File: src/include/mfpm_pkg.sv
package mfpm_pkg;
  // register byte addresses on the apb slave
  localparam logic [7:0] ADDR_PIN_FUNC = 8'h00;
  localparam logic [7:0] ADDR_PRT_MODE = 8'h04;
  localparam logic [7:0] ADDR_CFG24 = 8'h08;
  localparam logic [7:0] ADDR_CFG26 = 8'h0C;
  localparam logic [7:0] ADDR_GP_SEL = 8'h10;
  localparam logic [7:0] ADDR_GP_DATA = 8'h14;
  localparam logic [7:0] ADDR_CTRL = 8'h18;
  localparam logic [7:0] ADDR_STATUS = 8'h1C;
  // printer unit mode field
  localparam logic [1:0] MODE_PRINTER = 2'h0;
  localparam logic [1:0] MODE_EXT_FDD = 2'h1;
  localparam logic [1:0] MODE_EXT_2FDD = 2'h2;
  // strap bit positions and the handshake cts status bit
  localparam int CFG24_CLR_BIT = 0;
  localparam int CFG24_KBC_BIT = 2;
  localparam int CFG24_CLK_BIT = 6;
  localparam int CFG26_ADDR_BIT = 6;
  localparam int HS_CTS_BIT = 4;
  // reset values of cfg24, cfg26 and the default function enables (held apart from cfg24)
  localparam logic [7:0] CFG24_DEFAULT = 8'h00;
  localparam logic [7:0] CFG26_DEFAULT = 8'h00;
  localparam logic [7:0] FUNC_EN_DEFAULT = 8'h0F;
  // game port pin selection codes
  localparam logic [1:0] GSEL_GAME = 2'h0;
  localparam logic [1:0] GSEL_GPIO = 2'h1;
  localparam logic [1:0] GSEL_KBC = 2'h2;
  // timing
  localparam int CLK_MHZ = 100;
  localparam int PULSE_NS = 1000;
  localparam int PULSE_CYC = (PULSE_NS * CLK_MHZ + 999) / 1000;
  localparam int FLASH_MS = 500;
  localparam int FLASH_CYC = FLASH_MS * CLK_MHZ * 1000;
  localparam int CNT_W = 26;
endpackage

File: src/mfpm_pin_mux.sv
// Register access over APB and the address map were left to the implementer.
`timescale 1ns/1ps
module mfpm_pin_mux #(
  parameter int FLASH_COUNT = mfpm_pkg::FLASH_CYC
) (
  input wire logic i_clk,
  input wire logic i_rst,
  input wire logic i_por,
  // apb
  input wire logic i_psel,
  input wire logic i_penable,
  input wire logic i_pwrite,
  input wire logic [7:0] i_paddr,
  input wire logic [31:0] i_pwdata,
  output logic [31:0] o_prdata,
  output logic o_pready,
  output logic o_pslverr,
  // parallel data pins
  input wire logic [7:0] i_pd,
  output logic [7:0] o_pd,
  output logic [7:0] o_pd_oe_n,
  output logic [7:0] o_pd_pullup,
  input wire logic [7:0] i_prt_data,
  input wire logic i_prt_drive,
  input wire logic i_ext_motor_a,
  input wire logic i_ext_drive_sel_a,
  output logic o_ext_read_data_in,
  output logic o_ext_disk_changed_in,
  // serial strap pins
  input wire logic i_request_to_send_a,
  input wire logic i_terminal_ready_a,
  input wire logic i_serial_out_a,
  input wire logic i_serial_out_b,
  output logic [3:0] o_strap_pulldown,
  input wire logic i_clear_to_send_a,
  input wire logic i_clear_to_send_b,
  output logic [7:0] o_hs_status_a,
  output logic [7:0] o_hs_status_b,
  // keyboard controller and acpi
  input wire logic i_kbc_p21,
  input wire logic i_kbc_p20,
  output logic o_addr20_gate_out,
  output logic o_kbd_reset_out,
  input wire logic i_panel_switch_req,
  output logic o_panel_switch_out,
  input wire logic i_beep,
  output logic o_beep,
  input wire logic i_chassis_intrusion_in,
  input wire logic i_battery_ok,
  input wire logic i_temp_two_over,
  input wire logic i_temp_three_over,
  output logic o_overtemp_shutdown_out,
  // game port / gpio
  input wire logic [7:0] i_game,
  input wire logic [7:0] i_game_func,
  input wire logic [4:0] i_kbc_p1,
  output logic [7:0] o_game,
  output logic [7:0] o_game_oe_n,
  output logic [7:0] o_gp1_in,
  input wire logic i_watchdog,
  output logic o_gp24,
  output logic o_power_led_out,
  // port 3
  input wire logic i_power_fail,
  input wire logic i_vcc_good,
  input wire logic i_vsb_good,
  input wire logic i_suspend,
  input wire logic i_consumer_ir_rx_in,
  output logic o_power_control_out,
  output logic o_power_good_out,
  output logic o_resume_reset_out,
  output logic o_suspend_led_out,
  output logic o_wake,
  output logic [7:0] o_func_en,
  output logic o_kbd_ctrl_enable_bit,
  output logic o_clock_sel_bit,
  output logic o_cfg_port_addr_strap
);
  typedef struct packed {
    logic [3:0] s1;
    logic [3:0] s2;
    logic [1:0] cts1;
    logic [1:0] cts2;
    logic [4:0] in1;
    logic [4:0] in2;
    logic por_s1;
    logic por_s2;
    logic por_d;
    logic [7:0] pin_func;
    logic [1:0] prt_mode;
    logic [7:0] cfg24;
    logic [7:0] cfg26;
    logic [15:0] gsel;
    logic [7:0] gp_data;
    logic [3:0] ctrl;
    logic [7:0] func_en;
    logic intrusion;
    logic [7:0] pulse_cnt;
    logic psw_d;
    logic [mfpm_pkg::CNT_W-1:0] flash_cnt;
    logic flash;
    logic a20;
    logic kbd_reset_out;
    logic beep;
    logic ir_d;
    logic wake;
  } mfpm_state_t;

  mfpm_state_t st;
  mfpm_state_t next_st;
  logic wr;
  logic ext_mode;
  logic dual_mode;

  assign ext_mode = (st.prt_mode == mfpm_pkg::MODE_EXT_FDD) ||
                    (st.prt_mode == mfpm_pkg::MODE_EXT_2FDD);
  assign dual_mode = st.prt_mode == mfpm_pkg::MODE_EXT_2FDD;
  assign wr = i_psel && i_penable && i_pwrite;

  always_comb begin
    next_st = st;
    // synchronisers: stage 1 feeds stage 2 only
    next_st.s1 = {i_request_to_send_a, i_terminal_ready_a,
                  i_serial_out_a, i_serial_out_b};
    next_st.s2 = st.s1;
    next_st.cts1 = {i_clear_to_send_a, i_clear_to_send_b};
    next_st.cts2 = st.cts1;
    next_st.in1 = {i_chassis_intrusion_in, i_panel_switch_req,
                   i_consumer_ir_rx_in, i_pd[4], i_pd[3]};
    next_st.in2 = st.in1;
    // por is an unclocked pin: two flops before the edge detect
    next_st.por_s1 = i_por;
    next_st.por_s2 = st.por_s1;
    next_st.por_d = st.por_s2;
    // straps sampled on the falling edge of power-on reset
    if (st.por_d && !st.por_s2) begin
      next_st.cfg26[mfpm_pkg::CFG26_ADDR_BIT] = st.s2[3];
      next_st.cfg24[mfpm_pkg::CFG24_CLR_BIT] = st.s2[2];
      next_st.cfg24[mfpm_pkg::CFG24_KBC_BIT] = st.s2[1];
      next_st.cfg24[mfpm_pkg::CFG24_CLK_BIT] = st.s2[0];
      next_st.func_en = st.s2[2] ? 8'h00 : mfpm_pkg::FUNC_EN_DEFAULT;
    end
    if (wr) begin
      case (i_paddr)
        mfpm_pkg::ADDR_PIN_FUNC: next_st.pin_func = i_pwdata[7:0];
        mfpm_pkg::ADDR_PRT_MODE: next_st.prt_mode = i_pwdata[1:0];
        mfpm_pkg::ADDR_CFG24: next_st.cfg24 = i_pwdata[7:0];
        mfpm_pkg::ADDR_CFG26: next_st.cfg26 = i_pwdata[7:0];
        mfpm_pkg::ADDR_GP_SEL: next_st.gsel = i_pwdata[15:0];
        mfpm_pkg::ADDR_GP_DATA: next_st.gp_data = i_pwdata[7:0];
        mfpm_pkg::ADDR_CTRL: next_st.ctrl = i_pwdata[3:0];
        mfpm_pkg::ADDR_STATUS: begin
          if (i_pwdata[0]) begin
            next_st.intrusion = 1'b0;
          end
          if (i_pwdata[1]) begin
            next_st.wake = 1'b0;
          end
        end
        default: begin
        end
      endcase
    end
    // set beats clear; latch kept only while battery present
    if (!st.in2[4]) begin
      next_st.intrusion = 1'b1;
    end
    if (!i_battery_ok) begin
      next_st.intrusion = 1'b0;
    end
    next_st.a20 = i_kbc_p21;
    next_st.kbd_reset_out = i_kbc_p20;
    next_st.beep = i_beep;
    // one fixed-length low pulse per rising request
    next_st.psw_d = st.in2[3];
    if (st.in2[3] && !st.psw_d) begin
      next_st.pulse_cnt = 8'(mfpm_pkg::PULSE_CYC);
    end else if (st.pulse_cnt != 8'h00) begin
      next_st.pulse_cnt = st.pulse_cnt - 8'h01;
    end
    if (st.flash_cnt == '0) begin
      next_st.flash_cnt = mfpm_pkg::CNT_W'(FLASH_COUNT - 1);
      next_st.flash = ~st.flash;
    end else begin
      next_st.flash_cnt = st.flash_cnt - 1'b1;
    end
    next_st.ir_d = st.in2[2];
    if (st.ir_d && !st.in2[2] && st.ctrl[3]) begin
      next_st.wake = 1'b1;
    end
  end

  always_ff @(posedge i_clk) begin
    if (i_rst) begin
      st <= '0;
      st.cfg24 <= mfpm_pkg::CFG24_DEFAULT;
      st.cfg26 <= mfpm_pkg::CFG26_DEFAULT;
      st.func_en <= mfpm_pkg::FUNC_EN_DEFAULT;
      st.a20 <= 1'b1;
      st.kbd_reset_out <= 1'b1;
      st.beep <= 1'b0;
      st.s2 <= '0;
      // idle levels; panel switch idles low so no false pulse follows reset
      st.in1 <= 5'h17;
      st.in2 <= 5'h17;
      st.ir_d <= 1'b1;
      st.flash_cnt <= mfpm_pkg::CNT_W'(FLASH_COUNT - 1);
    end else begin
      st <= next_st;
    end
  end

  // parallel data pin mux; open drain outputs drive only low
  always_comb begin
    o_pd = i_prt_data;
    o_pd_oe_n = i_prt_drive ? 8'h00 : 8'hFF;
    o_pd_pullup = 8'h00;
    if (ext_mode) begin
      o_pd_oe_n[3] = 1'b1;
      o_pd_oe_n[4] = 1'b1;
      o_pd_pullup[4:3] = 2'b11;
      o_pd_oe_n[5] = 1'b1;
      o_pd_oe_n[7:6] = 2'b11;
      o_pd[7:5] = 3'b000;
      if (dual_mode) begin
        o_pd_oe_n[6] = i_ext_motor_a;
        o_pd_oe_n[7] = i_ext_drive_sel_a;
      end
    end
  end
  assign o_ext_read_data_in = ext_mode ? st.in2[0] : 1'b1;
  assign o_ext_disk_changed_in = ext_mode ? st.in2[1] : 1'b1;
  // weak pulldowns only while reset holds; pins revert afterwards
  assign o_strap_pulldown = st.por_s2 ? 4'hF : 4'h0;

  assign o_hs_status_a = {3'h0, ~st.cts2[1], 4'h0};
  assign o_hs_status_b = {3'h0, ~st.cts2[0], 4'h0};

  assign o_addr20_gate_out = st.a20;
  assign o_kbd_reset_out = st.kbd_reset_out;
  assign o_beep = st.beep;
  assign o_panel_switch_out = st.pulse_cnt == 8'h00;
  assign o_overtemp_shutdown_out =
    !(i_temp_two_over || i_temp_three_over);

  // game port selection, two bits per pin
  always_comb begin
    for (int k = 0; k < 8; k++) begin
      o_game[k] = i_game_func[k];
      o_game_oe_n[k] = 1'b1;
      case (st.gsel[2*k +: 2])
        mfpm_pkg::GSEL_GAME: begin
          o_game[k] = i_game_func[k];
          o_game_oe_n[k] = 1'b1;
        end
        mfpm_pkg::GSEL_GPIO: begin
          o_game[k] = 1'b0;
          o_game_oe_n[k] = st.gp_data[k];
        end
        mfpm_pkg::GSEL_KBC: begin
          o_game[k] = 1'b0;
          o_game_oe_n[k] = (k < 5) ? i_kbc_p1[k % 5] : 1'b1;
        end
        default: begin
        end
      endcase
    end
  end
  assign o_gp1_in = i_game;
  assign o_gp24 = st.ctrl[0] ? i_watchdog : st.ctrl[1];
  assign o_power_led_out = st.ctrl[2];

  assign o_power_control_out = !i_power_fail;
  assign o_power_good_out = i_vcc_good;
  assign o_resume_reset_out = i_vsb_good;
  assign o_suspend_led_out = i_suspend ? st.flash : 1'b1;
  assign o_wake = st.wake;
  assign o_func_en = st.func_en;
  assign o_kbd_ctrl_enable_bit = st.cfg24[mfpm_pkg::CFG24_KBC_BIT];
  assign o_clock_sel_bit = st.cfg24[mfpm_pkg::CFG24_CLK_BIT];
  assign o_cfg_port_addr_strap = st.cfg26[mfpm_pkg::CFG26_ADDR_BIT];

  assign o_pready = 1'b1;
  always_comb begin
    o_pslverr = 1'b0;
    case (i_paddr)
      mfpm_pkg::ADDR_PIN_FUNC: o_prdata = {24'h0, st.pin_func};
      mfpm_pkg::ADDR_PRT_MODE: o_prdata = {30'h0, st.prt_mode};
      mfpm_pkg::ADDR_CFG24: o_prdata = {24'h0, st.cfg24};
      mfpm_pkg::ADDR_CFG26: o_prdata = {24'h0, st.cfg26};
      mfpm_pkg::ADDR_GP_SEL: o_prdata = {16'h0, st.gsel};
      mfpm_pkg::ADDR_GP_DATA: o_prdata = {24'h0, st.gp_data};
      mfpm_pkg::ADDR_CTRL: o_prdata = {28'h0, st.ctrl};
      mfpm_pkg::ADDR_STATUS:
        o_prdata = {24'h0, ~st.cts2[1], ~st.cts2[0], 4'h0,
                    st.wake, st.intrusion};
      default: begin
        o_prdata = 32'h0;
        o_pslverr = i_psel && i_penable;
      end
    endcase
  end

  AST_A20_RESET: assert property (@(posedge i_clk)
    $past(i_rst) |-> o_addr20_gate_out)
    else $error("address gate not high after reset");
  AST_KBD_RESET_OUT_RESET: assert property (@(posedge i_clk)
    $past(i_rst) |-> o_kbd_reset_out)
    else $error("keyboard reset not high after reset");
  AST_BEEP_RESET: assert property (@(posedge i_clk)
    $past(i_rst) |-> !o_beep)
    else $error("beep not low after reset");
  AST_POWER_LED_OUT_RESET: assert property (@(posedge i_clk)
    $past(i_rst) |-> !o_power_led_out)
    else $error("power led not low after reset");
  AST_OVT: assert property (@(posedge i_clk)
    disable iff (i_rst)
    (i_temp_two_over || i_temp_three_over) |-> !o_overtemp_shutdown_out)
    else $error("overtemp not asserted");
  AST_PULSE: assert property (@(posedge i_clk)
    disable iff (i_rst)
    $fell(o_panel_switch_out) |-> ##[1:200] o_panel_switch_out)
    else $error("panel switch output stuck low");
  AST_EXT_TRI: assert property (@(posedge i_clk)
    disable iff (i_rst)
    ext_mode |-> o_pd_oe_n[5] && o_pd_oe_n[4] && o_pd_oe_n[3])
    else $error("extension input pin driven");
  AST_STRAP: assert property (@(posedge i_clk)
    disable iff (i_rst)
    $fell(st.por_s2) |=> o_kbd_ctrl_enable_bit == $past(st.s2[1]))
    else $error("strap not captured");
  AST_INTR: assert property (@(posedge i_clk)
    disable iff (i_rst)
    (!st.in2[4] && i_battery_ok) |=> st.intrusion)
    else $error("intrusion not latched");
  AST_DUAL_MOTOR: assert property (@(posedge i_clk)
    disable iff (i_rst)
    (dual_mode && !i_ext_motor_a) |-> !o_pd_oe_n[6] && !o_pd[6])
    else $error("extension motor output not driven low");
  AST_DUAL_SEL: assert property (@(posedge i_clk)
    disable iff (i_rst)
    (dual_mode && !i_ext_drive_sel_a) |-> !o_pd_oe_n[7] && !o_pd[7])
    else $error("extension select output not driven low");
  AST_EXT_PULLUP: assert property (@(posedge i_clk)
    disable iff (i_rst)
    ext_mode |-> o_pd_pullup[4:3] == 2'b11)
    else $error("extension inputs not pulled up");
  AST_WAKE: assert property (@(posedge i_clk)
    disable iff (i_rst)
    ($fell(st.in2[2]) && st.ctrl[3]) |=> o_wake)
    else $error("ir wake not latched");
  COV_EXT2: cover property (@(posedge i_clk) dual_mode);
  COV_STRAP: cover property (@(posedge i_clk) $fell(i_por));
  COV_PULSE: cover property (@(posedge i_clk) !o_panel_switch_out);
  COV_WAKE: cover property (@(posedge i_clk) o_wake);
  COV_INTR: cover property (@(posedge i_clk) st.intrusion);
endmodule

File: config.mk
export PLATFORM = sky130hd
export DESIGN_NAME = mfpm_pin_mux
export DESIGN_NICKNAME = d
export VERILOG_FILES = /design/src/include/mfpm_pkg.sv /design/src/mfpm_pin_mux.sv
export SDC_FILE = /design/constraint.sdc
export NUM_CORES = 1
export LEC_CHECK = 0
export BUFFER_PORTS_ARGS = -buffer_cell sky130_fd_sc_hd__buf_2
export CAP_MARGIN = 5
export CORE_MARGIN = 2
export CORE_UTILIZATION = 49
export DETAILED_ROUTE_END_ITERATION = 8
export HOLD_SLACK_MARGIN = 0.08
export PLACE_DENSITY_LB_ADDON = 0.1
export SYNTH_ARGS = -nofsm -noshare
export SYNTH_HDL_FRONTEND = slang
export SYNTH_SLANG_ARGS = --single-unit
File: constraint.sdc
create_clock -name i_clk -period 2.9 [get_ports i_clk]
set_clock_uncertainty 0.05 [all_clocks]
set_input_delay 0.29 -clock i_clk [delete_from_list [all_inputs] [get_ports i_clk]]
set_output_delay 0.29 -clock i_clk [all_outputs]
set_load 0.02 [all_outputs]
Yosys cells after proc, flatten, opt, wreduce, memory -nomap -nowiden
Cells that the tools add are included.
W data, S select, Z words.
{"block": "op_classes", "addsub": 2, "shifts": 0, "bitwise_logic": 4, "n_div": 0, "n_lt_le_gt_ge": 0, "n_mux": 49, "reduce_logical": 42, "n_eq_ne": 28, "n_mul": 0}
{"cell": "$pmux W16 S8", "n": 1}
{"cell": "$mux W43", "n": 1}
{"cell": "$eq A8 B5 Y1 const B", "n": 4}
{"cell": "$mux W1", "n": 28}
{"cell": "$logic_not A26 Y1", "n": 1}
{"cell": "$sub A26 B1 Y26 const B", "n": 1}
{"cell": "$mux W8", "n": 3}
{"cell": "$reduce_or A2 Y1", "n": 11}
{"cell": "$mux W7", "n": 3}
{"cell": "$eq A2 B1 Y1 const B", "n": 9}
{"cell": "$eq A2 B2 Y1 const B", "n": 9}
{"cell": "$eq A8 B4 Y1 const B", "n": 2}
{"cell": "$logic_not A8 Y1", "n": 2}
{"cell": "$mux W16", "n": 1}
{"cell": "$reduce_and A2 Y1", "n": 7}
{"cell": "$mux W4", "n": 3}
{"cell": "$pmux W1 S2", "n": 5}
{"cell": "$eq A8 B3 Y1 const B", "n": 1}
{"cell": "$reduce_bool A2 Y1", "n": 4}
{"cell": "$reduce_bool A8 Y1", "n": 1}
{"cell": "$reduce_or A8 Y1", "n": 1}
{"cell": "$sub A8 B1 Y8 const B", "n": 1}
{"cell": "$logic_and A1 B1 Y1", "n": 6}
{"cell": "$reduce_and A3 Y1", "n": 2}
{"cell": "8 further kinds", "n": 18}
{"block": "totals", "latchBits": 0, "romBits": 0, "ram_bits": 0, "input_bits": 106, "register_bits": 129, "elab_cells": 155, "memories": 0, "out_inout_bits": 127}

Longest topological paths before layout
Gate-level depths: netlist (run 1).
{"block": "logic_depth", "word_depth": 5, "mapped_depth": 8, "depth_no_buf": 7}

Worst setup path after synthesis (run 1)
Ideal clock, no wire load.
{"block": "synth_path", "path_kind": "flip-flop to flip-flop", "startpoint": "register st[6] (netlist bit)", "endpoint": "register st[22] (netlist bit)", "stages_incl_launch_ff": 9, "setup_ns": 0.070, "n_path_buf": 2, "t_arrival_ns": 2.118, "required_ns": 2.780, "path_slack_ns": 0.662, "period_less_slack_ns": 2.238, "cell_sequence": "dfxtp_1 -> inv_1 -> ha_1 -> or3b_2 -> clkbuf_1 -> or3_1 -> clkbuf_1 -> or4_1 -> a21oi_1"}
{"block": "synth_via", "elab_chain_cells": 2, "elab_cells_between_ends": 3, "cone_classes": "1 x add/sub; 2 x reduce/logical"}
{"element": "from (decl)", "line": "mfpm_pin_mux.sv:109", "source": "mfpm_state_t st;"}
{"element": "from (signal assigned)", "line": "mfpm_pin_mux.sv:209", "source": "st <= next_st;"}
{"element": "parallel branches: the longest is 2 deep, another holds $sub A26 B1 Y26"}
Parallel ways; which one is timed is not known.
A chain may end at the register's enable or synchronous reset.

Worst setup path after layout (run 1)
{"block": "layout_path", "startpoint": "register st[35] (netlist bit)", "endpoint": "output o_panel_switch_out"}
{"block": "layout_via", "elab_chain_cells": 1}
{"element": "$logic_not A8 Y1", "line": "mfpm_pin_mux.sv:242", "source": "assign o_panel_switch_out = st.pulse_cnt == 8'h00;"}
{"element": "to (decl)", "line": "mfpm_pin_mux.sv:45", "source": "output logic o_panel_switch_out,"}
No other way between the ends.

==> reports/metrics.cfg, run 1 <==
[critical_path]
ff2ff_path_depth = 6
worstPathArrival_ps = 2130
path_cells = nor4_1, or3b_2, inv_1, buf_2
cp-startpoint = st[35]
crit_path_top_delay_cell = or3b_2
crit_path_max_fanout = 5
cp.required_ps = 2560
reg2reg_from = st[6]
critPathKind = flop to primary output
critPathMaxStageDelay_ps = 550
crit_path_end = o_panel_switch_out
timing.rr.end = st[24]
start_kind = flop
cp-end-kind = primary output
regToRegSetupSlack_ps = 560

[die]
start_util = 0.503
fp.dieH_um = 115
rows = 40
ios = 233
core_area_mm2 = 0.0121
die_area_mm2 = 0.0133
die_w_um = 115

[clocking]
clk_latency_ps = 420
postCtsHoldBufs = 24
cts_buffer_depth = 2
clock-sinks = 122
clk_pin_slew_ps = 50
cts_tree = yes
ctsResizeCount = 0
post_cts_buffers = 0
htree_levels = 4
root_buffer = clkbuf_16
cts_buffers = 17

[cells_and_area]
multi_input_area_mm2 = 0.00300
syn2layout_area_growth_pct = 21.5
diodes = 0
layout-drive-gt1-share = 0.249
layout.nets = 945
fill_cells = 1054
utilization = 0.612
regArea_mm2 = 0.00244
final_cells = 1004

[global_routing]
grt_pass1_vias = 4709
grtUsageTotal = 0.215
antenna_found_initial = 0
grt_max_degree = 76
grt_pass1_wl_mm = 22.5
gr-total-overflow = 0

[logic_synthesis]
synth_edf_count = 0
synth_top_area_cell = dfxtp_1
synth-xor-area-share = 0.0188
synth.area.top_cells = dfxtp_1 (40%), buf_4 (8.7%), mux2i_1 (6.4%), nand2_1 (4.0%), ha_1 (3.3%)
yosys-mux-area-fraction = 0.0773
async_reset_ff_frac = 0
yosysWarnings = 0
synthSimpleGateAreaFrac = 0.232
synth_common_cells = dfxtp_1 (122), buf_4 (70), nand2_1 (65)
synth_top_family_by_area = simple AND/OR/NAND/NOR gates
synth.most_common_cell = dfxtp_1
synth_top_area_frac = 0.402
synth_flop_cell = dfxtp_1
ys_ff_latch = 122
synthCells = 698
seq_area_frac_synth = 0.402
syn_area_mm2 = 0.00607
syn_avg_cell_area_um2 = 8.70
synth_compound_area_frac = 0.107
synthAdderAreaFrac = 0.0330
synth.distinct_cells = 57

[placed_design]
place_congestion = 0.833
hpwl_mm = 9.73
dp.cells = 948
io_buffer_count = 139
dp_worst_setup_slack_ps = 566

[routing]
drc = 0
first_pass_iters = 5
vias = 5097
drt_iter0_markers = 257
vias_per_cell = 5.08
wirelength_mm = 14.0
wire_per_inst_um = 13.9
ant_nets = 0

[power_and_ir_drop]
p_leak_uw = 0.00321
power.density_mw_per_mm2 = 605
peakVddDrop_v = 0.000545

[outcome]
status = finished clean

[worst_hold_path]
hold_start = i_pwdata[5]
hp-class = input port to flop

[timing]
grt_setup_unrepaired = false
finalSetupViolCount = 0
fmax_mhz = 404
final_hold_viol_count = 0
min_period_over_period = 0.853
max_slew_margin = 0.479
fin_ws_ps = 426
drv_slew = 0
tns_ps = 0
tightest_slew_ps = 781
period_needed_ps = 2470

[job]
cap_viol_max_count = 0

## area by class of cell
cell class / count / area share
Clock buffer: 26 / 0.0717
Clock inverter: 6 / 0.0112
Inverter: 28 / 0.0142
Multi-Input combinational cell: 481 / 0.406
Sequential cell: 122 / 0.331
Tap cell: 168 / 0.0285
Timing Repair Buffer: 173 / 0.137
## how the worst min path moves through the flow
stage,endpoint,slack [ps],cells past startpoint
finish,st[67],130,3
detailed placement,st[41],340,1
global route,st[67],130,3
floorplan,st[41],330,1
CTS,st[67],110,3
global placement,st[41],330,1
## where the power goes
part	switching, uW	internal, uW
Combinational	323	220
Sequential	46.9	1740
Clock	713	1420
Total	1080	3380
## cell families (layout without fill, tap and decap cells)
| kind of cell | Yosys count | count (layout) |
|---|---|---|
| AO/OA/AOI/OAI | 99 | 99 |
| other | 2 | 41 |
| multiplexers | 46 | 46 |
| flip-flops | 122 | 122 |
| XOR/XNOR | 13 | 13 |
| adder cells (fa/ha/maj) | 16 | 16 |
| buffers and inverters | 134 | 233 |
| AND/OR/NAND/NOR | 266 | 266 |
## sequential cells by signal (all words and copies together) (netlist names)
name	flops
st	98
next_st	15
o_power_led_out	1
o_func_en	1
o_kbd_reset_out	1
o_kbd_ctrl_enable_bit	1
o_addr20_gate_out	1
o_wake	1
o_beep	1
o_cfg_port_addr_strap	1
o_clock_sel_bit	1
## stage by stage
stage          hold slack (ps)  instance area (um^2)  power (uW)
2_1_floorplan              330                  6220        2270
3_3_place_gp               335                  6530        2320
3_5_place_dp               341                  6530        2340
4_1_cts                    115                  7380        4500
5_1_grt                    129                  7380        4670
6_report                   127                  7380        4470
## per-layer routing
| metal | part of all wire | vias up | global-route usage | wire (um) |
|---|---|---|---|---|
| li1 | - | 2543 | - | - |
| met1 | 0.44 | 2334 | 0.276 | 6190 |
| met2 | 0.47 | 196 | 0.344 | 6630 |
| met3 | 0.065 | 24 | 0.0617 | 908 |
| met4 | 0.017 | 0 | 0.0787 | 233 |
| met5 | 0 | - | 0 | 0 |
## worst max-delay path, delay by kind of cell (launching register included)
kind                   cells  cell delay [ps]
and+or+nand+nor            2             1050
DFF                        1              340
buffers and inverters      2              340
## cells in the final DEF (no fill, tap or decap), types with 4 or more instances in the layout
cell / count
nand4_1: 6
inv_1: 28
nor2b_1: 23
and3_1: 4
nor4_1: 10
nand3_1: 23
o31ai_1: 11
nand3b_1: 5
or2_2: 14
o21ai_0: 18
a211oi_1: 4
or4_1: 13
dfxtp_1: 122
a21oi_1: 32
mux2_2: 7
ha_1: 16
buf_2: 139
and2_1: 20
xnor2_1: 10
nor2_1: 47
dlygate4sd3_1: 24
a221o_1: 5
nand2_1: 65
nand2b_1: 7
or3_1: 6
clkbuf_8: 7
mux2i_1: 39
a22oi_1: 6
buf_4: 10
conb_1: 41
nor3_1: 9
clkbuf_16: 17
No activity file was read; power rests on OpenSTA's default activity.
==> run 2, diff against run 1 <==
Settings changed: BUFFER_PORTS_ARGS -buffer_cell sky130_fd_sc_hd__buf_2 to not set, CORE_UTILIZATION 49 to 64, DONT_BUFFER_PORTS set to 1.
==> run 2 against run 1 <==
Combinational power decreased by 14%. Register-to-register slack got worse by 60 ps. Final area decreased by 8.6%. Via count decreased by 7.1%. Count of clock-buffer cells in the layout decreased by 8. Non-clock buffer count decreased by 131. Global-route usage increased by 4.2 points. Maximum frequency decreased by 3.6%. Final cell count decreased by 17%. Largest power group unchanged.
==> reports/metrics.cfg, run 2 (synthesis gave the netlist of run 1 again) <==
[outcome]
status = finished clean

[worst_hold_path]
hp-class = input port to flop
hold_start = i_paddr[4]

[clocking]
clk_latency_ps = 510
cts_buffer_depth = 2
clock-sinks = 122
clk_pin_slew_ps = 60
htree_levels = 4
cts_tree = yes
cts_buffers = 17
root_buffer = clkbuf_8

[global_routing]
grt_max_degree = 96
antenna_found_initial = 0
grt_pass1_wl_mm = 20.7
grt_pass1_vias = 4348
gr-total-overflow = 0
grtUsageTotal = 0.257

[timing]
fmax_mhz = 390
tightest_slew_ps = 876
drv_slew = 0
finalSetupViolCount = 0
tns_ps = 0
grt_setup_unrepaired = false
max_slew_margin = 0.410
period_needed_ps = 2570
final_hold_viol_count = 0
min_period_over_period = 0.885
hold_ws_ps = 105

[power_and_ir_drop]
p_int_uw = 3340
peakVddDrop_v = 0.000475
power.density_mw_per_mm2 = 660
clkPwrFrac = 0.493
seqPwrFrac = 0.402
p_switching_uw = 1110
p_leak_uw = 0.00269
comb_power_share = 0.105
swShare = 0.250

[critical_path]
cp-end-kind = primary output
crit_path_max_fanout = 5
critPathMaxStageDelay_ps = 570
crit_path_top_delay_cell = nor4_1
crit_family = simple AND/OR/NAND/NOR gates
ff2ff_path_depth = 6
start_kind = flop
crit_path_end = o_panel_switch_out
reg2reg_from = st[6]
worst-path-buf-inv = 1
cp-startpoint = st[35]
regToRegSetupSlack_ps = 500
crit_cells = 3
worstPathArrival_ps = 2230
path_cells = nor4_1, or3b_2, inv_1
cp.required_ps = 2560
critPathKind = flop to primary output
timing.rr.end = st[22]

[routing]
wire_per_inst_um = 15.9
drc = 0
vias = 4734
vias_per_cell = 5.68
first_pass_iters = 5
ant_nets = 0
wirelength_mm = 13.3
drt_iter0_markers = 229

[cells_and_area]
layout.nets = 814
regMostFlops = st
layout-drive-gt1-share = 0.101
syn2layout_area_growth_pct = 11.1
fill_cells = 694
diodes = 0
final_cell_mix = dfxtp_1 (122), nand2_1 (65), nor2_1 (47)
final_common_cell = dfxtp_1
largest_reg_flops = 98

[die]
start_util = 0.657
fp.dieH_um = 101
die_w_um = 101
die_area_mm2 = 0.0103
ios = 233
core_area_mm2 = 0.00924
rows = 35

[placed_design]
place_congestion = 0.942
io_buffer_count = 0
hpwl_mm = 8.81

[job]
cap_viol_max_count = 0

-- run 2: cell types whose count changed in the layout (fill, tap and decap cells not counted), sizes merged --
cell | before | now
buf | 149 | 10
clkbuf | 26 | 18
dlygate4sd3 | 24 | 32
clkinv | 3 | 9
bufinv | 2 | 4
clkinvlp | 1 | 0
inv | 28 | 29
-- run 2: layout make-up --
class | count | area, um^2 | area share
Clock inverter | 14 | 196 | 0.0291
Sequential cell | 122 | 2440 | 0.362
Clock buffer | 18 | 428 | 0.0634
Timing Repair Buffer | 42 | 415 | 0.0616
Tap cell | 129 | 161 | 0.0239
Multi-Input combinational cell | 481 | 3000 | 0.444
Inverter | 28 | 105 | 0.0156
-- run 2: routing by layer --
layer | vias to the layer above | global-route usage | routed length [um]
li1 | 2282 | - | -
met1 | 2217 | 0.313 | 5580
met2 | 215 | 0.430 | 6460
met3 | 20 | 0.0807 | 1040
met4 | 0 | 0.0904 | 228
met5 | - | 0 | 0
-- run 2: worst min-delay path by stage --
stage,to,slack [ps],cells after the start
after global placement,st[38],320,1
after global routing,st[41],110,3
after CTS,st[41],80,3
final,st[41],100,3
after floorplan,st[41],330,1
after detailed placement,next_st[124],320,1
-- run 2: power by group through the flow --
| stage | sequential [uW] | clock (uW) | combinational (uW) |
|---|---|---|---|
| floorplan | 1810 | 0 | 455 |
| global placement | 1820 | 0 | 382 |
| detailed placement | 1830 | 0 | 397 |
| CTS | 1790 | 2220 | 468 |
| global route | 1800 | 2290 | 526 |
| finish | 1790 | 2190 | 469 |
-- run 2: worst reg2reg max path, stage by stage, from the launching register on --
cell     delay, ps
dfxtp_1        330
inv_1           70
ha_1           190
or3b_2         580
or3_1          490
or4_1          450
a21oi_1        170
-- run 2: what timing repair did --
action,CTS,global route
setup endpoints to repair,0,0
setup buffers,0,0
hold endpoints to repair,114,0
gates resized for setup,0,0
hold buffers,33,0
-- run 2: metrics by stage --
stage | instances | utilization | total power [uW] | setup WS [ps] | cell area, um^2
global placement | 769 | 0.625 | 2210 | 644 | 5770
global route | 834 | 0.730 | 4620 | 177 | 6750
floorplan | 737 | - | 2270 | 662 | 6220
finish | 834 | 0.730 | 4460 | 334 | 6750
CTS | 834 | 0.730 | 4480 | 298 | 6750
detailed placement | 769 | 0.625 | 2220 | 529 | 5770
==> run 3, diff against run 2 <==
Settings changed: CORE_UTILIZATION 64 to 68.
Clock period 2.9 ns to 3 ns, I/O delays scaled along.
==> run 3 against run 2 <==
Sequential power down 3%. Final cell count down 2.5%. Count of clock-buffer cells in the layout up 2. Final area down 0.98%. Worst setup slack better by 96 ps. Clock power down 11%. Via count up 0.82%. Register-to-register slack better by 160 ps. Routed wire length up 1.8%. Critical path depth unchanged. Critical path type unchanged. Largest cell class unchanged.
==> reports/metrics.cfg, run 3 (synthesis gave the netlist of run 1 again) <==
[routing]
vias_per_cell = 5.87
wire_per_inst_um = 16.7
drc = 0
ant_nets = 0
vias = 4773
first_pass_iters = 5
drt_iter0_markers = 297
wirelength_mm = 13.5

[placed_design]
place_area_mm2 = 0.00575
hpwl_mm = 8.99
dp.cells = 749
place_congestion = 0.882
io_buffer_count = 0

[clocking]
cts_tree = yes
root_buffer = clkbuf_8
cts_buffers = 17
cts_buffer_depth = 2
post_cts_buffers = 0
clk_latency_ps = 510
clock-sinks = 122
clk_pin_slew_ps = 60
htree_levels = 4

[global_routing]
grt_pass1_wl_mm = 21.4
grtUsageTotal = 0.274
grt_pass1_vias = 4476
antenna_found_initial = 0
gr-total-overflow = 0
grt_max_degree = 96

[timing]
finalSetupViolCount = 0
final_hold_viol_count = 0
tns_ps = 0
drv_slew = 0
min_period_over_period = 0.857
fmax_mhz = 389
period_needed_ps = 2570
tightest_slew_ps = 832
max_slew_margin = 0.439
grt_setup_unrepaired = false
hold_ws_ps = 104

[cells_and_area]
final_common_cell = dfxtp_1
fin_area_mm2 = 0.00668
final_cells = 813
layout-drive-gt1-share = 0.101
final_cell_mix = dfxtp_1 (122), nand2_1 (65), nor2_1 (47)
fill_cells = 609
utilization = 0.770
diodes = 0
regMostFlops = st
syn2layout_area_growth_pct = 10.0
largest_reg_flops = 98
layout.nets = 815

[critical_path]
worstPathArrival_ps = 2220
cp-end-kind = primary output
critPathMaxStageDelay_ps = 560
crit_path_top_delay_cell = nor4_1
path_cells = nor4_1, or3b_2, inv_1
critPathKind = flop to primary output
crit_path_max_fanout = 5
start_kind = flop
cp.required_ps = 2650

[power_and_ir_drop]
peakVddDrop_v = 0.000624
p_leak_uw = 0.00266
power.density_mw_per_mm2 = 620

[die]
core_area_mm2 = 0.00868
start_util = 0.699
rows = 34
die_w_um = 98.5
ios = 233
die_area_mm2 = 0.00970
fp.dieH_um = 98.5

[worst_hold_path]
hp-class = input port to flop

[job]
cap_viol_max_count = 0

[outcome]
status = finished clean

[run 3: changes by cell type in the layout (fill, tap and decap cells not counted)]
cell and change:
bufinv_16 -2, buf_4 +1, clkinvlp_4 +5, inv_6 -1, clkinv_4 -5, clkbuf_8 +2
[run 3: final timing paths]
kind	startpoint	endpoint	slack, ps	cells past startpoint
worst min register to register	st[111]	st[41]	350	1
worst max-delay path	st[35]	o_panel_switch_out	430	3
worst min-delay path	i_paddr[4]	st[41]	100	3
worst max register to register	st[6]	st[24]	660	6
[run 3: power by group]
part / switching [uW] / internal [uW]
clock: 710 / 1240
sequential: 50.3 / 1680
combinational: 286 / 174
total: 1050 / 3090
[run 3: per-stage QoR]
stage               power, uW  setup WS [ps]
floorplan                2190            762
global placement         2130            752
detailed placement       2150            680
CTS                      4150            427
global route             4300            362
finish                   4140            429
[run 3: worst max-delay path: cells and delay by family, from the launching register on]
family,cells,cell delay [ps]
and+or+nand+nor,2,1110
DFF,1,340
buffers and inverters,1,260
[run 3: timing repair]
item	4_1_cts	5_1_grt
hold buffers	33	0
gates resized for setup	0	0
setup endpoints to repair	0	0
hold endpoints to repair	105	0
[run 3: cell type report]
cell class                 count  area [um^2]  share of cell area
clock buffer                  20          455              0.0682
clock inverter                11          121              0.0182
inverter                      28          105              0.0157
multi-input combinational    481         3000               0.449
sequential                   122         2440               0.366
tap                          108          135              0.0202
timing repair buffer          43          423              0.0633
[run 3: metal layers]
metal  track usage  vias up  share of wire
met2         0.473      242           0.50
met3        0.0865       28          0.079
met5             0        -              0
li1              -     2290              -
met1         0.322     2213           0.40
met4         0.100        0          0.022
